File: src/pmx_pkg.sv
package pmx_pkg;

   // register offsets on the control bus
   localparam logic [7:0] OFS_PIN_STS   = 8'h0e;
   localparam logic [7:0] OFS_INPUT_CTL = 8'h0f;
   localparam logic [7:0] OFS_CTRL0     = 8'h10;
   localparam logic [7:0] OFS_CTRL6     = 8'h16;

   // reset values
   localparam logic [7:0] RST_CTRL      = 8'h00;
   localparam logic [7:0] RST_INPUT_CTL = 8'h00;

   // field positions inside a pin output control byte
   localparam int FN_MSB  = 7;
   localparam int FN_LSB  = 5;
   localparam int GRP_MSB = 4;
   localparam int GRP_LSB = 2;
   localparam int LVL_BIT = 1;
   localparam int OE_BIT  = 0;

   // source groups
   localparam logic [2:0] GRP_RX0 = 3'h0;
   localparam logic [2:0] GRP_RX1 = 3'h1;
   localparam logic [2:0] GRP_DEV = 3'h4;

   // function codes within a receive port group
   localparam logic [2:0] FN_RX_LOCK = 3'h4;
   localparam logic [2:0] FN_RX_PASS = 3'h5;
   localparam logic [2:0] FN_RX_FV   = 3'h6;
   localparam logic [2:0] FN_RX_LINE = 3'h7;

   // function codes within the device status group
   localparam logic [2:0] FN_DEV_LEVEL   = 3'h0;
   localparam logic [2:0] FN_DEV_LOCK_OR = 3'h1;

   // cycles from a control write to the pin
   localparam int PIN_WR_LAT = 2;

   typedef struct packed {
      logic [2:0] function_select;
      logic [2:0] source_group_select;
      logic       output_level;
      logic       output_enable_bit;
   } pmx_ctrl_t;

   typedef struct packed {
      logic [3:0] fwd_pin;
      logic       lock;
      logic       pass;
      logic       frame_valid;
      logic       line_valid;
   } pmx_rx_src_t;

   // one receive port's signal picked by a function code
   function automatic logic pmx_rx_pick(input pmx_rx_src_t s, input logic [2:0] fn);
      logic v;
      v = 1'b0;
      case (fn)
         FN_RX_LOCK: v = s.lock;
         FN_RX_PASS: v = s.pass;
         FN_RX_FV:   v = s.frame_valid;
         FN_RX_LINE: v = s.line_valid;
         default:    v = s.fwd_pin[fn[1:0]];
      endcase
      return v;
   endfunction

endpackage
File: src/pmx_pin_mux.sv
`timescale 1ns/10ps
`default_nettype none
module pmx_pin_mux
   import pmx_pkg::*;
(
   input  wire logic        clk,
   input  wire logic        arst_n,
   input  wire pmx_ctrl_t   ctrl,
   input  wire pmx_rx_src_t rx0_src,
   input  wire pmx_rx_src_t rx1_src,
   input  wire logic [1:0]  rx_port_en,
   output logic             pin_out_ff,
   output logic             pin_oe_ff
);

   logic nxt_pin_out;
   logic nxt_pin_oe;
   logic lock_or;

   // lock of every enabled receive port, ored
   assign lock_or = |({rx1_src.lock, rx0_src.lock} & rx_port_en);

   // output select; unknown groups leave the pin floating
   always_comb begin
      nxt_pin_out = 1'b0;
      nxt_pin_oe  = 1'b0;
      if (ctrl.output_enable_bit) begin
         case (ctrl.source_group_select)
            GRP_RX0: begin
               nxt_pin_oe  = 1'b1;
               nxt_pin_out = pmx_rx_pick(rx0_src, ctrl.function_select);
            end
            GRP_RX1: begin
               nxt_pin_oe  = 1'b1;
               nxt_pin_out = pmx_rx_pick(rx1_src, ctrl.function_select);
            end
            GRP_DEV: begin
               if (ctrl.function_select == FN_DEV_LEVEL) begin
                  nxt_pin_oe  = 1'b1;
                  nxt_pin_out = ctrl.output_level;
               end else if (ctrl.function_select == FN_DEV_LOCK_OR) begin
                  nxt_pin_oe  = 1'b1;
                  nxt_pin_out = lock_or;
               end
            end
            default: nxt_pin_oe = 1'b0;
         endcase
      end
   end

   // registered so the pin never glitches on a select change
   always_ff @(posedge clk or negedge arst_n) begin
      if (!arst_n) begin
         pin_out_ff <= 1'b0;
         pin_oe_ff  <= 1'b0;
      end else begin
         pin_out_ff <= nxt_pin_out;
         pin_oe_ff  <= nxt_pin_oe;
      end
   end

   a_oe_off_float: assert property (@(posedge clk) disable iff (!arst_n)
      !ctrl.output_enable_bit |=> !pin_oe_ff) else $error("pin driven with enable clear");

   a_rx0_fwd_pin: assert property (@(posedge clk) disable iff (!arst_n)
      ctrl.output_enable_bit && ctrl.source_group_select == GRP_RX0 && !ctrl.function_select[2]
      |=> pin_oe_ff && pin_out_ff == $past(rx0_src.fwd_pin[ctrl.function_select[1:0]]))
      else $error("rx0 forwarded pin not on output");

   a_rx0_lock_pass: assert property (@(posedge clk) disable iff (!arst_n)
      ctrl.output_enable_bit && ctrl.source_group_select == GRP_RX0 && ctrl.function_select == FN_RX_PASS
      |=> pin_out_ff == $past(rx0_src.pass) && pin_oe_ff) else $error("rx0 pass not on output");

   a_rx0_video: assert property (@(posedge clk) disable iff (!arst_n)
      ctrl.output_enable_bit && ctrl.source_group_select == GRP_RX0 && ctrl.function_select == FN_RX_LINE
      |=> pin_out_ff == $past(rx0_src.line_valid)) else $error("rx0 line valid not on output");

   a_rx1_lock: assert property (@(posedge clk) disable iff (!arst_n)
      ctrl.output_enable_bit && ctrl.source_group_select == GRP_RX1 && ctrl.function_select == FN_RX_LOCK
      |=> pin_out_ff == $past(rx1_src.lock) && pin_oe_ff) else $error("rx1 lock not on output");

   a_level_drive: assert property (@(posedge clk) disable iff (!arst_n)
      ctrl.output_enable_bit && ctrl.source_group_select == GRP_DEV && ctrl.function_select == FN_DEV_LEVEL
      |=> pin_oe_ff && pin_out_ff == $past(ctrl.output_level)) else $error("level not driven");

   a_lock_or_out: assert property (@(posedge clk) disable iff (!arst_n)
      ctrl.output_enable_bit && ctrl.source_group_select == GRP_DEV && ctrl.function_select == FN_DEV_LOCK_OR
      |=> pin_out_ff == ($past(rx0_src.lock && rx_port_en[0]) || $past(rx1_src.lock && rx_port_en[1])))
      else $error("lock or wrong");

   a_level_ignored: assert property (@(posedge clk) disable iff (!arst_n)
      ctrl.output_enable_bit && ctrl.source_group_select == GRP_RX1 && $stable(rx1_src)
      && $stable(ctrl.function_select) && $stable(ctrl.source_group_select) && $past(ctrl.output_enable_bit)
      |=> $stable(pin_out_ff)) else $error("level bit leaked into output");

   a_reserved_float: assert property (@(posedge clk) disable iff (!arst_n)
      ctrl.source_group_select != GRP_RX0 && ctrl.source_group_select != GRP_RX1
      && ctrl.source_group_select != GRP_DEV |=> !pin_oe_ff) else $error("reserved group drives pin");

endmodule
`default_nettype wire

File: src/pmx_pin_output_mux.sv
`timescale 1ns/10ps
`default_nettype none
// Functional notes
// one control register per pin, seven consecutive
// software clears input enable before output enable
// byte holds function, group, level, enable fields
// enable bit clear leaves pin undriven
// group 0 codes 0-3 forward remote pins
// group 0 codes 4,5 give lock, pass
// group 0 codes 6,7 give frame, line valid
// group 1 same functions for receive port 1
// status group code 0 drives level bit
// status group code 1 ors enabled locks
// level bit ignored outside level function
// input disable bits, inputs enabled after reset
// status register reads every pin level
// reserved codes keep the pin undriven
// pin value registered, fixed write latency
module pmx_pin_output_mux
   import pmx_pkg::*;
#(
   parameter int NUM_PINS = 7
) (
   input  wire logic                clk,
   input  wire logic                arst_n,
   input  wire logic                reg_wr,
   input  wire logic                reg_rd,
   input  wire logic [7:0]          reg_addr,
   input  wire logic [7:0]          reg_wdata,
   output logic [7:0]               reg_rdata,
   output logic                     reg_rvalid,
   input  wire pmx_rx_src_t         rx0_src,
   input  wire pmx_rx_src_t         rx1_src,
   input  wire logic [1:0]          rx_port_en,
   input  wire logic [NUM_PINS-1:0] pin_in,
   output logic [NUM_PINS-1:0]      pin_out,
   output logic [NUM_PINS-1:0]      pin_oe,
   output logic [NUM_PINS-1:0]      pin_in_qual
);

   pmx_ctrl_t             ctrl_ff [NUM_PINS];
   pmx_ctrl_t             nxt_ctrl [NUM_PINS];
   logic [NUM_PINS-1:0]   in_dis_ff;
   logic [NUM_PINS-1:0]   nxt_in_dis;
   logic [NUM_PINS-1:0]   in_qual_ff;
   logic [NUM_PINS-1:0]   nxt_in_qual;
   logic [7:0]            rdata_ff;
   logic [7:0]            nxt_rdata;
   logic                  rvalid_ff;
   logic                  nxt_rvalid;

   // register writes: input disable byte and one control byte per pin
   always_comb begin
      nxt_ctrl   = ctrl_ff;
      nxt_in_dis = in_dis_ff;
      if (reg_wr) begin
         if (reg_addr == OFS_INPUT_CTL) begin
            nxt_in_dis = reg_wdata[NUM_PINS-1:0];
         end else begin
            for (int i = 0; i < NUM_PINS; i++) begin
               if (reg_addr == OFS_CTRL0 + 8'(i)) begin
                  nxt_ctrl[i].function_select     = reg_wdata[FN_MSB:FN_LSB];
                  nxt_ctrl[i].source_group_select = reg_wdata[GRP_MSB:GRP_LSB];
                  nxt_ctrl[i].output_level        = reg_wdata[LVL_BIT];
                  nxt_ctrl[i].output_enable_bit   = reg_wdata[OE_BIT];
               end
            end
         end
      end
   end

   always_ff @(posedge clk or negedge arst_n) begin
      if (!arst_n) begin
         for (int i = 0; i < NUM_PINS; i++) begin
            ctrl_ff[i] <= pmx_ctrl_t'(RST_CTRL);
         end
         in_dis_ff <= RST_INPUT_CTL[NUM_PINS-1:0];
      end else begin
         ctrl_ff   <= nxt_ctrl;
         in_dis_ff <= nxt_in_dis;
      end
   end

   // reads answer one cycle later; unmapped offsets read zero
   always_comb begin
      nxt_rvalid = reg_rd;
      nxt_rdata  = rdata_ff;
      if (reg_rd) begin
         nxt_rdata = 8'h00;
         if (reg_addr == OFS_PIN_STS) begin
            nxt_rdata = 8'(pin_in);
         end else if (reg_addr == OFS_INPUT_CTL) begin
            nxt_rdata = 8'(in_dis_ff);
         end else begin
            for (int i = 0; i < NUM_PINS; i++) begin
               if (reg_addr == OFS_CTRL0 + 8'(i)) begin
                  nxt_rdata = ctrl_ff[i];
               end
            end
         end
      end
   end

   // input path to the core; a disabled pin reads low there, not in status
   assign nxt_in_qual = pin_in & ~in_dis_ff;

   always_ff @(posedge clk or negedge arst_n) begin
      if (!arst_n) begin
         rdata_ff   <= 8'h00;
         rvalid_ff  <= 1'b0;
         in_qual_ff <= '0;
      end else begin
         rdata_ff   <= nxt_rdata;
         rvalid_ff  <= nxt_rvalid;
         in_qual_ff <= nxt_in_qual;
      end
   end

   assign reg_rdata   = rdata_ff;
   assign reg_rvalid  = rvalid_ff;
   assign pin_in_qual = in_qual_ff;

   // one selector per pin; software sequencing of input vs output is its own job
   for (genvar g = 0; g < NUM_PINS; g++) begin : g_pin
      pmx_pin_mux u_mux (
         .clk        (clk),
         .arst_n     (arst_n),
         .ctrl       (ctrl_ff[g]),
         .rx0_src    (rx0_src),
         .rx1_src    (rx1_src),
         .rx_port_en (rx_port_en),
         .pin_out_ff (pin_out[g]),
         .pin_oe_ff  (pin_oe[g])
      );
   end

   a_ctrl_own_pin: assert property (@(posedge clk) disable iff (!arst_n)
      reg_wr && reg_addr == OFS_CTRL0 + 8'h02
      |=> ctrl_ff[2] == $past(reg_wdata) && ctrl_ff[3] == $past(ctrl_ff[3]) && ctrl_ff[1] == $past(ctrl_ff[1]))
      else $error("control write hit wrong pin");

   a_ctrl_fields: assert property (@(posedge clk) disable iff (!arst_n)
      reg_wr && reg_addr == OFS_CTRL0
      |=> ctrl_ff[0].function_select == $past(reg_wdata[7:5]) && ctrl_ff[0].output_enable_bit == $past(reg_wdata[0]))
      else $error("control field layout wrong");

   a_input_dis: assert property (@(posedge clk) disable iff (!arst_n)
      in_dis_ff[0] |=> !pin_in_qual[0]) else $error("disabled input reached the core");

   a_in_dis_read: assert property (@(posedge clk) disable iff (!arst_n)
      reg_rd && reg_addr == OFS_INPUT_CTL |=> reg_rdata == 8'($past(in_dis_ff)))
      else $error("input disable readback wrong");

   a_read_pulse: assert property (@(posedge clk) disable iff (!arst_n)
      !reg_rd |=> !reg_rvalid) else $error("read valid without a read");

   a_rdata_hold: assert property (@(posedge clk) disable iff (!arst_n)
      !reg_rd |=> $stable(reg_rdata)) else $error("read data moved without a read");

   a_status_read: assert property (@(posedge clk) disable iff (!arst_n)
      reg_rd && reg_addr == OFS_PIN_STS |=> reg_rvalid && reg_rdata == 8'($past(pin_in)))
      else $error("pin status read wrong");

   a_unmapped_zero: assert property (@(posedge clk) disable iff (!arst_n)
      reg_rd && (reg_addr < OFS_PIN_STS || reg_addr > OFS_CTRL6) |=> reg_rdata == 8'h00)
      else $error("unmapped read not zero");

   a_write_latency: assert property (@(posedge clk) disable iff (!arst_n)
      reg_wr && reg_addr == OFS_CTRL0 && !reg_wdata[OE_BIT] |=> ##1 !pin_oe[0])
      else $error("pin not released two cycles after write");

   a_level_latency: assert property (@(posedge clk) disable iff (!arst_n)
      reg_wr && reg_addr == OFS_CTRL0 && reg_wdata == {FN_DEV_LEVEL, GRP_DEV, 2'b11}
      ##1 !(reg_wr && reg_addr == OFS_CTRL0) |=> pin_oe[0] && pin_out[0])
      else $error("level write late");

   c_level_high:  cover property (@(posedge clk) disable iff (!arst_n) pin_oe[0] && pin_out[0]);
   c_rx1_out:     cover property (@(posedge clk) disable iff (!arst_n)
      pin_oe[1] && ctrl_ff[1].source_group_select == GRP_RX1);
   c_lock_or:     cover property (@(posedge clk) disable iff (!arst_n)
      ctrl_ff[3].source_group_select == GRP_DEV && ctrl_ff[3].function_select == FN_DEV_LOCK_OR && pin_out[3]);
   c_status_read: cover property (@(posedge clk) disable iff (!arst_n) reg_rvalid && reg_rdata != 8'h00);

   // per-pin checks, so each pin is watched in whatever role the tests give it
   for (genvar g = 0; g < NUM_PINS; g++) begin : g_chk
      // an undriven pin never carries a stale high value
      a_pin_idle_low: assert property (@(posedge clk) disable iff (!arst_n)
         !pin_oe[g] |-> !pin_out[g]) else $error("undriven pin shows high");

      a_pin_rx0_lock: assert property (@(posedge clk) disable iff (!arst_n)
         ctrl_ff[g].output_enable_bit && ctrl_ff[g].source_group_select == GRP_RX0
         && ctrl_ff[g].function_select == FN_RX_LOCK
         |=> pin_oe[g] && pin_out[g] == $past(rx0_src.lock))
         else $error("rx0 lock not on pin");

      a_pin_rx0_frame: assert property (@(posedge clk) disable iff (!arst_n)
         ctrl_ff[g].output_enable_bit && ctrl_ff[g].source_group_select == GRP_RX0
         && ctrl_ff[g].function_select == FN_RX_FV
         |=> pin_oe[g] && pin_out[g] == $past(rx0_src.frame_valid))
         else $error("rx0 frame valid not on pin");

      a_pin_rx1_fwd: assert property (@(posedge clk) disable iff (!arst_n)
         ctrl_ff[g].output_enable_bit && ctrl_ff[g].source_group_select == GRP_RX1
         && !ctrl_ff[g].function_select[2]
         |=> pin_oe[g] && pin_out[g] == $past(rx1_src.fwd_pin[ctrl_ff[g].function_select[1:0]]))
         else $error("rx1 forwarded pin not on pin");

      a_pin_rx1_line: assert property (@(posedge clk) disable iff (!arst_n)
         ctrl_ff[g].output_enable_bit && ctrl_ff[g].source_group_select == GRP_RX1
         && ctrl_ff[g].function_select == FN_RX_LINE
         |=> pin_oe[g] && pin_out[g] == $past(rx1_src.line_valid))
         else $error("rx1 line valid not on pin");

      a_pin_dev_other: assert property (@(posedge clk) disable iff (!arst_n)
         ctrl_ff[g].source_group_select == GRP_DEV && ctrl_ff[g].function_select != FN_DEV_LEVEL
         && ctrl_ff[g].function_select != FN_DEV_LOCK_OR |=> !pin_oe[g])
         else $error("unsupported status function drives pin");

      // control bytes read back as written; a read in the write cycle sees the old byte
      a_ctrl_readback: assert property (@(posedge clk) disable iff (!arst_n)
         reg_rd && reg_addr == OFS_CTRL0 + 8'(g) |=> reg_rdata == $past(ctrl_ff[g]))
         else $error("control byte readback wrong");

      // an enabled input path follows its pad one cycle late
      a_in_enabled: assert property (@(posedge clk) disable iff (!arst_n)
         !in_dis_ff[g] |=> pin_in_qual[g] == $past(pin_in[g]))
         else $error("enabled input path wrong");
   end

endmodule
`default_nettype wire

File: config.mk
export PLATFORM = sky130hd
export DESIGN_NAME = pmx_pin_output_mux
export DESIGN_NICKNAME = d
export VERILOG_FILES = /design/src/pmx_pkg.sv /design/src/pmx_pin_mux.sv /design/src/pmx_pin_output_mux.sv
export SDC_FILE = /design/constraint.sdc
export NUM_CORES = 1
export LEC_CHECK = 0
export BUFFER_PORTS_ARGS = -buffer_cell sky130_fd_sc_hd__buf_2
export CAP_MARGIN = 20
export CORE_ASPECT_RATIO = 1.2
export CORE_UTILIZATION = 45
export CTS_CLUSTER_DIAMETER = 60
export DETAILED_ROUTE_END_ITERATION = 7
export PLACE_DENSITY = 0.67
export SYNTH_ARGS = -nofsm -noshare
export SYNTH_HDL_FRONTEND = slang
export SYNTH_SLANG_ARGS = --single-unit
File: constraint.sdc
create_clock -name clk -period 2.3 [get_ports clk]
set_input_delay 0.23 -clock clk [delete_from_list [all_inputs] [get_ports clk]]
set_output_delay 0.23 -clock clk [all_outputs]
set_load 0.005 [all_outputs]
## Word level (Yosys, flattened, before mapping)

Index checks and enable logic that the tools add are counted.

| cells by class | value |
|---|---|
| $lt $le $gt $ge | 7 |
| equality and inequality tests | 58 |
| mux-type cells | 107 |
| bitwise logic cells | 4 |
| reductions and logical operators | 30 |

Operator list:

| cell | count |
|---|---|
| $eq 3x3->1 const B | 35 |
| $mux 8 | 9 |
| $eq 8x5->1 const B | 7 |
| $mux 1 | 56 |
| $pmux 1 s4 | 14 |
| $eq 3x1->1 const B | 14 |
| $logic_not 3->1 | 14 |
| $bmux 1 s2 | 14 |
| $lt 2x3->1 const B | 7 |
| $pmux 1 s3 | 7 |
| $reduce_and 3->1 | 7 |
| $eq 8x4->1 const B | 2 |
| $reduce_or 2->1 | 8 |
| $pmux 1 s2 | 7 |
| $and 7x7->7 | 1 |
| $not 7->7 | 1 |
| $and 2x2->2 | 1 |
| $reduce_and 2->1 | 1 |
| $not 1->1 | 1 |

| word-level totals | value |
|---|---|
| register bits | 93 |
| input bits | 45 |
| output and inout bits | 30 |
| word-level logic and storage cells | 252 |

## Depth between registers and ports, before layout

Gate-level depths: netlist of run 1.

| depth | value |
|---|---|
| depth after elaboration | 10 |
| depth in mapped cells | 7 |
| mapped depth without buffers | 4 |

## By module

Synthesis of run 1 repeated with hierarchy kept, for this count alone.

| second synthesis, totals | value |
|---|---|
| cells, all modules | 448 |
| area total of the unflattened synthesis | 5529.1 um2 |

By module, submodules not included:

| module | times used | cells each | area each (um2) | seq. area each (um2) |
|---|---|---|---|---|
| pmx_pin_output_mux | 1 | 273 | 3697.3 | 1976.9 |
| pmx_pin_mux (g_pin[0].u_mux ...) | 4 | 22 | 255.2 | 50.0 |
| pmx_pin_mux (g_pin[4].u_mux ...) | 3 | 29 | 270.3 | 50.0 |

## Worst setup path before layout of run 1

No wires, ideal clock.

| timing path | value |
|---|---|
| kind | in2reg |
| start | input port reg_addr[5] |
| end | register ctrl_ff[24] (netlist name) |
| arrival | 1607 ps |
| required time | 2175 ps |
| setup slack | 568 ps |
| stages on the path | 4 |
| buffers on the path | 0 |
| cells stage by stage | or3_4 or2_4 nor3_4 mux2_2 |

| on the way | value |
|---|---|
| cells in the longest elaborated chain, start to end | 3 |
| elaborated cells on any way between the ends | 4 |
| those cells by class | eq/ne (2); bitwise (1); reduce/logical (1) |

RTL lines:

| item | line | RTL |
|---|---|---|
| start, declared | pmx_pin_output_mux.sv:28 | `input wire logic [7:0] reg_addr,` |
| $eq 8x4->1 | pmx_pin_output_mux.sv:57 | `if (reg_addr == OFS_INPUT_CTL) begin` |
| $not 1->1 (no source line) | -- |  |
| $reduce_and 3->1 (no source line) (*) | -- |  |
| end signal, assigned by index | pmx_pin_output_mux.sv:75 | `ctrl_ff[i] <= pmx_ctrl_t'(RST_CTRL);` |
| end signal, assigned | pmx_pin_output_mux.sv:79 | `ctrl_ff <= nxt_ctrl;` |
| end, declared | pmx_pin_output_mux.sv:41 | `pmx_ctrl_t ctrl_ff [NUM_PINS];` |

Every way passes the cells marked *; elsewhere a longest branch is shown, timed or not.
A chain may end at the register's enable or synchronous reset.

## Worst setup path in the final report of run 1

| timing path | value |
|---|---|
| start | register ctrl_ff[22] (netlist name) |
| end | register g_pin[4].u_mux.pin_out_ff |

| on the way | value |
|---|---|
| cells in the longest elaborated chain, start to end | 5 |
| elaborated cells on any way between the ends | 16 |
| those cells by class | eq/ne (5); mux (10); reduce/logical (1) |

RTL lines:

| item | line | RTL |
|---|---|---|
| $bmux 1 s2 / $eq 3x1->1 (equally long branches) | pmx_pkg.sv:63, pmx_pin_mux.sv:41 |  |
| $mux 1, on equally long branches | pmx_pkg.sv:63, pmx_pin_mux.sv:41 |  |
| $pmux 1 s4 / $mux 1 (equally long branches) | pmx_pkg.sv:58, pmx_pin_mux.sv:38 |  |
| $pmux 1 s3 (*) | pmx_pin_mux.sv:28 | `case (ctrl.source_group_select)` |
| $mux 1 (*) | pmx_pin_mux.sv:27 | `if (ctrl.output_enable_bit) begin` |
| via g_pin[4].u_mux.nxt_pin_out | pmx_pin_mux.sv:16 | `logic nxt_pin_out;` |
| end signal, assigned | pmx_pin_mux.sv:57 | `pin_out_ff <= nxt_pin_out;` |
| end, declared | pmx_pin_mux.sv:12 | `output logic pin_out_ff,` |

Mark *: on every way through the listed nets, which the timed path passes. The rest lies on a longest branch. The select of a mux whose other input is x is not followed.

==> results of run 1 <==
critical path: stages, from the launching register on:
cell and delay (ps):
dfrtp_1 540, mux4_2 560, a2111oi_0 480, a211oi_1 120
report_power, final:
part | total [W] | internal [W] | switching [W] | leakage, nW
combinational | 0.000512 | 0.000238 | 0.000274 | 1.43
sequential | 0.00182 | 0.00171 | 0.000103 | 1.26
clock | 0.00154 | 0.000858 | 0.000682 | 0.141
state kept, by name (all words and copies together) (netlist names):
name                    flops
ctrl_ff                    56
g_pin.u_mux.pin_oe_ff       7
g_pin.u_mux.pin_out_ff      7
in_dis_ff                   7
pin_in_qual                 7
reg_rdata                   8
reg_rvalid                  1
layer usage:
metal	vias up	share of wire	global-route usage	routed length [µm]
met2	206	0.47	0.417	7440
li1	1944	-	-	-
met1	2214	0.42	0.357	6640
met5	-	0	0	0
met4	0	0.037	0.123	579
met3	45	0.065	0.0393	1030
final timing paths:
| path | cells after the start | start | slack, ps | end |
|---|---|---|---|---|
| max in group asynchronous | 3 | arst_n | 1270 | g_pin[3].u_mux.pin_out_ff |
| setup / recovery | 3 | ctrl_ff[22] | 470 | g_pin[4].u_mux.pin_out_ff |
| hold / removal | 1 | reg_rd | 140 | reg_rvalid |
| hold reg to reg | 1 | in_dis_ff[4] | 460 | pin_in_qual[4] |
| min in group asynchronous | 2 | arst_n | 370 | ctrl_ff[46] |
| setup reg to reg | 3 | ctrl_ff[22] | 470 | g_pin[4].u_mux.pin_out_ff |
logic make-up (layout without fill, tap and decap cells):
logic type / count (synthesis) / in the layout
buf+inv: 45 / 104
simple gates: 141 / 141
mux: 126 / 126
compound gates: 78 / 78
flops: 93 / 93
metrics by stage:
step / cell area, µm² / hold slack, ps / power (W) / util / instances
after global routing: 6300 / 146 / 0.00401 / 0.522 / 703
after global placement: 5980 / 186 / 0.00234 / 0.496 / 686
final: 6300 / 139 / 0.00387 / 0.522 / 703
after floorplan: 5550 / -65.6 / 0.00212 / - / 483
after detailed placement: 5980 / 193 / 0.00235 / 0.496 / 686
after CTS: 6300 / 140 / 0.00389 / 0.522 / 703
area by class of cell:
class / count / area share
flip-flops and latches: 93 / 0.370
inverters: 3 / 0.00179
clock inverters: 7 / 0.0129
clock buffers: 9 / 0.0358
multi-input cells: 345 / 0.473
well taps: 161 / 0.0320
repair buffers: 85 / 0.0747
placed cells by master, fill, tap and decap left out, types with 10 or more instances in the layout:
cell type | Yosys | layout
mux2i_1 | 44 | 44
a21oi_1 | 12 | 12
buf_4 | 15 | 10
mux4_2 | 18 | 18
nor2_1 | 23 | 23
nor2b_1 | 14 | 14
dfrtp_1 | 93 | 93
buf_2 | 14 | 73
nand3b_1 | 17 | 17
mux2_2 | 63 | 63
o21ai_0 | 11 | 11
nand2_1 | 21 | 21
a31oi_1 | 11 | 11
==> impl_metrics.toml, run 1 <==
[clock_tree]
cts-buffers-inserted = 9
tritoncts = "built"
clk_root_buffer_cell = "clkbuf_16"
clk-insertion-delay-late_ps = 350
post_cts_buffers = 0
clk_pin_slew_ps = 70
ctsLongestPathBuffers = 2
holdBufCountCts = 1
cts-resized-gates = 0
cts.sinks = 93
cts.htree.levels = 3

[sta]
worstMarginPinSlew_ps = 590
setup_skew_ps = 11.3
final_max_slew_viols = 0
fin_tns_setup_ps = 0
portion_of_the_clock_cycle_consumed_by_the_worst_path_in_the_final_layout = 0.796
finalSetupViolCount = 0
post-route-worst-setup-slack_ps = 468
hold_violations = 0
max_freq_mhz = 546
min_cycle_time_layout_ps = 1830
timing.slew.headroom = 0.607
grt_setup_unrepaired = "no"

[setup_path]
critical_path.startpoint_type = "register"
critPathCaptureType = "register"
critPathRequiredTime_ps = 2510
critPathArrivalTime_ps = 2050
critical_path.max_fanout = 7
criticalPathCategory = "reg2reg"

[grt]
grt_pass1_vias = 4327
grt_usage = 0.264
grt_pass1_wl_mm = 24.3
antenna_found_initial = 0
overflow = 0
largest_net_degree_at_the_start_of_global_routing = 66

[synthesis]
yosys.cell_types.count = 52
synth_top_cells_by_count = "dfrtp_1, mux2_2, mux2i_1"
post_synth_fa_ha_maj_area_fraction = 0
synth_compound_gate_area_share = 0.0969
synth_area_leaders = "dfrtp_1, mux2_2, mux2i_1"
synthCells = 483
synth_most_common_cell = "dfrtp_1"
synth_top_area_cell = "dfrtp_1"
post_synth_instance_area_um2 = 5550
fraction_of_post_synthesis_cell_area_in_the_top_cell_type_by_area = 0.419
yosys.area_share.simple = 0.158
multiplexer_fraction_of_the_synthesized_cell_area = 0.282
synth_xor_xnor_area_share = 0
synth.yosys.seq_area_share = 0.419
postSynth.topFlopCell = "dfrtp_1"
synth_seq_cells = 93
ys.warnings.count = 0
async_reset_ff_frac = 1.00
synth_enable_flop_cells = 0
synthesized_area_per_cell_um2 = 11.5
synth_top_family_by_area = "multiplexers"
synth_nets = 528

[detailed_routing]
drtIter0Drc = 308
routed_via_density = 6.27
postRouteWirelength_mm = 15.7
num_vias = 4409
dr.pass1.iters = 5
number_of_nets_with_antenna_violations_after_routing = 0
route.detailed.drc = 0
post_drt_wl_per_cell_um = 22.3

[floorplan]
die_h_um = 124
fp.coreArea_um2 = 12100
pin_count = 75
floorplan.die_area_um2 = 12800
floorplan.initialDensity = 0.460
floorplan_row_count = 44
chipWidth_um = 103

[status]
outcome = "finished clean"

[final_layout]
nFillCells = 1050
multiInputGateArea_um2 = 2980
seq_area_um2 = 2330
antenna_cells = 0
layout_cells_sized_above_1 = 0.360
area.growth.synth_to_final_pct = 13.5
layout.nets = 582

[power]
ir_worst_vdd_mv = 0.353
p_leak_nw = 2.83
power-per-cell-area_nw_per_um2 = 614

[flow_run]
max-cap-violations = 0

[placed_design]
hpwl_mm = 11.0
gpl_congestion = 0.937
portBuffers = 74
preCtsSetupSlack_ps = 320

[hold_path]
hold_path_class = "in2reg"
No activity file was read; power rests on OpenSTA's default activity.
==> run 2: changes to the inputs <==
==> constraint.sdc (replaced) <==
create_clock -name clk -period 1.7 [get_ports clk]
set_input_delay 0.17 -clock clk [delete_from_list [all_inputs] [get_ports clk]]
set_output_delay 0.17 -clock clk [all_outputs]
set_load 0.005 [all_outputs]
==> run 2 against run 1 <==
Effect of this change: non-clock buffer count up 40; fmax increased by 11%; combinational power increased by 59%; die area did not move; sequential power grew 34%; sequential share of layout area down 2.1 points; critical endpoint unchanged; largest power group unchanged; highest routed layer unchanged.
==> impl_metrics.toml, run 2 (synthesis results as in run 1) <==
[clock_tree]
clk-insertion-delay-late_ps = 340
cts.sinks = 93
clk_pin_slew_ps = 60
tritoncts = "built"
post_cts_buffers = 0
cts.htree.levels = 3
clk_root_buffer_cell = "clkbuf_16"
cts-buffers-inserted = 9
ctsLongestPathBuffers = 2

[sta]
portion_of_the_clock_cycle_consumed_by_the_worst_path_in_the_final_layout = 0.968
final_max_slew_viols = 0
finalSetupViolCount = 0
hold_violations = 0
min_cycle_time_layout_ps = 1650
max_freq_mhz = 608
worstMarginPinSlew_ps = 535
timing.slew.headroom = 0.641
grt_setup_unrepaired = "no"
setup_skew_ps = 6.50

[hold_path]
hold_path_class = "in2reg"

[floorplan]
die_h_um = 124
floorplan.die_area_um2 = 12800
floorplan.initialDensity = 0.460
fp.coreArea_um2 = 12100
floorplan_row_count = 44
chipWidth_um = 103
pin_count = 75

[final_layout]
max_reg_flops = 56
layout_cells_sized_above_1 = 0.405
multiInputGateArea_um2 = 2990
area.growth.synth_to_final_pct = 20.4
seq_area_um2 = 2330
layout.nets = 622
final_common_cell = "dfrtp_1"
nFillCells = 1010
top_register = "ctrl_ff"
finalNonFillerCells = 743
final_cell_mix = "dfrtp_1, buf_2, mux2_2"
antenna_cells = 0

[setup_path]
critPathCaptureType = "register"
criticalPathCategory = "reg2reg"
critical_path.startpoint_type = "register"
critPathArrivalTime_ps = 1860
critical_path.max_fanout = 7
critPathRequiredTime_ps = 1910

[status]
outcome = "finished clean"

[grt]
overflow = 0
grt_usage = 0.269
largest_net_degree_at_the_start_of_global_routing = 40
grt_pass1_vias = 4472
grt_pass1_wl_mm = 25.0
antenna_found_initial = 0

[detailed_routing]
dr.pass1.iters = 5
number_of_nets_with_antenna_violations_after_routing = 0
routed_via_density = 6.13
drtIter0Drc = 383
postRouteWirelength_mm = 16.3
post_drt_wl_per_cell_um = 21.9
route.detailed.drc = 0
num_vias = 4557

[power]
ir_worst_vdd_mv = 0.410
power-per-cell-area_nw_per_um2 = 787
p_leak_nw = 3.06
post-layout-total-power_w = 0.00526

[placed_design]
gpl_congestion = 0.939
hpwl_mm = 11.8
portBuffers = 74
placed_cells_incl_taps = 726

[flow_run]
max-cap-violations = 0
## run 2: layer usage
metal  global-route usage  part of all wire  vias up
met5                    0                 0        -
met4                0.128             0.038        0
met3               0.0382             0.078       47
met2                0.420              0.47      245
met1                0.368              0.42     2241
li1                     -                 -     2024
## run 2: worst paths after layout
check | from | end | slack, ps | depth (start not counted)
setup reg to reg | ctrl_ff[21] | g_pin[4].u_mux.pin_out_ff | 50 | 5
setup / recovery | ctrl_ff[21] | g_pin[4].u_mux.pin_out_ff | 50 | 5
min in group asynchronous | arst_n | ctrl_ff[7] | 280 | 2
hold reg to reg | in_dis_ff[2] | pin_in_qual[2] | 450 | 1
max in group asynchronous | arst_n | ctrl_ff[44] | 870 | 3
hold / removal | pin_in[0] | pin_in_qual[0] | 90 | 2
## run 2: through the flow
| step | util | setup WS, ps | TNS (ps) | hold WS (ps) | area [µm²] |
|---|---|---|---|---|---|
| final | 0.554 | 54.2 | 0 | 89.3 | 6690 |
| after global routing | 0.554 | 14.5 | 0 | 96.5 | 6690 |
| after CTS | 0.554 | 29.0 | 0 | 84.4 | 6680 |
| after detailed placement | 0.528 | -143 | -3090 | 110 | 6370 |
| after global placement | 0.528 | -119 | -2010 | 109 | 6370 |
| after floorplan | - | 28.4 | 0 | -126 | 5550 |
## run 2: what timing repair did
item | 4_1_cts | 5_1_grt
hold endpoints to repair | 24 | 0
pin swaps | 1 | 1
gates resized for setup | 3 | 1
hold buffers | 1 | 0
endpoints found under the setup margin | 1 | 1
## run 2: worst max-delay path, stage by stage (launching register included)
cell,delay [ps]
dfrtp_1,390
buf_4,190
mux4_2,510
mux2i_1,200
a211o_1,170
a211oi_2,50
## run 2: report_power, final
part,leakage [nW],internal [W],switching [W]
combinational,1.66,0.000385,0.000430
clock,0.143,0.00118,0.000840
sequential,1.26,0.00232,0.000112
total,3.06,0.00388,0.00138
## run 2: layout make-up
| cell class | instances | area share |
|---|---|---|
| multi-input cells | 345 | 0.448 |
| flip-flops and latches | 93 | 0.348 |
| repair buffers | 125 | 0.128 |
| clock buffers | 12 | 0.0369 |
| well taps | 161 | 0.0301 |
| clock inverters | 4 | 0.00711 |
| inverters | 3 | 0.00168 |
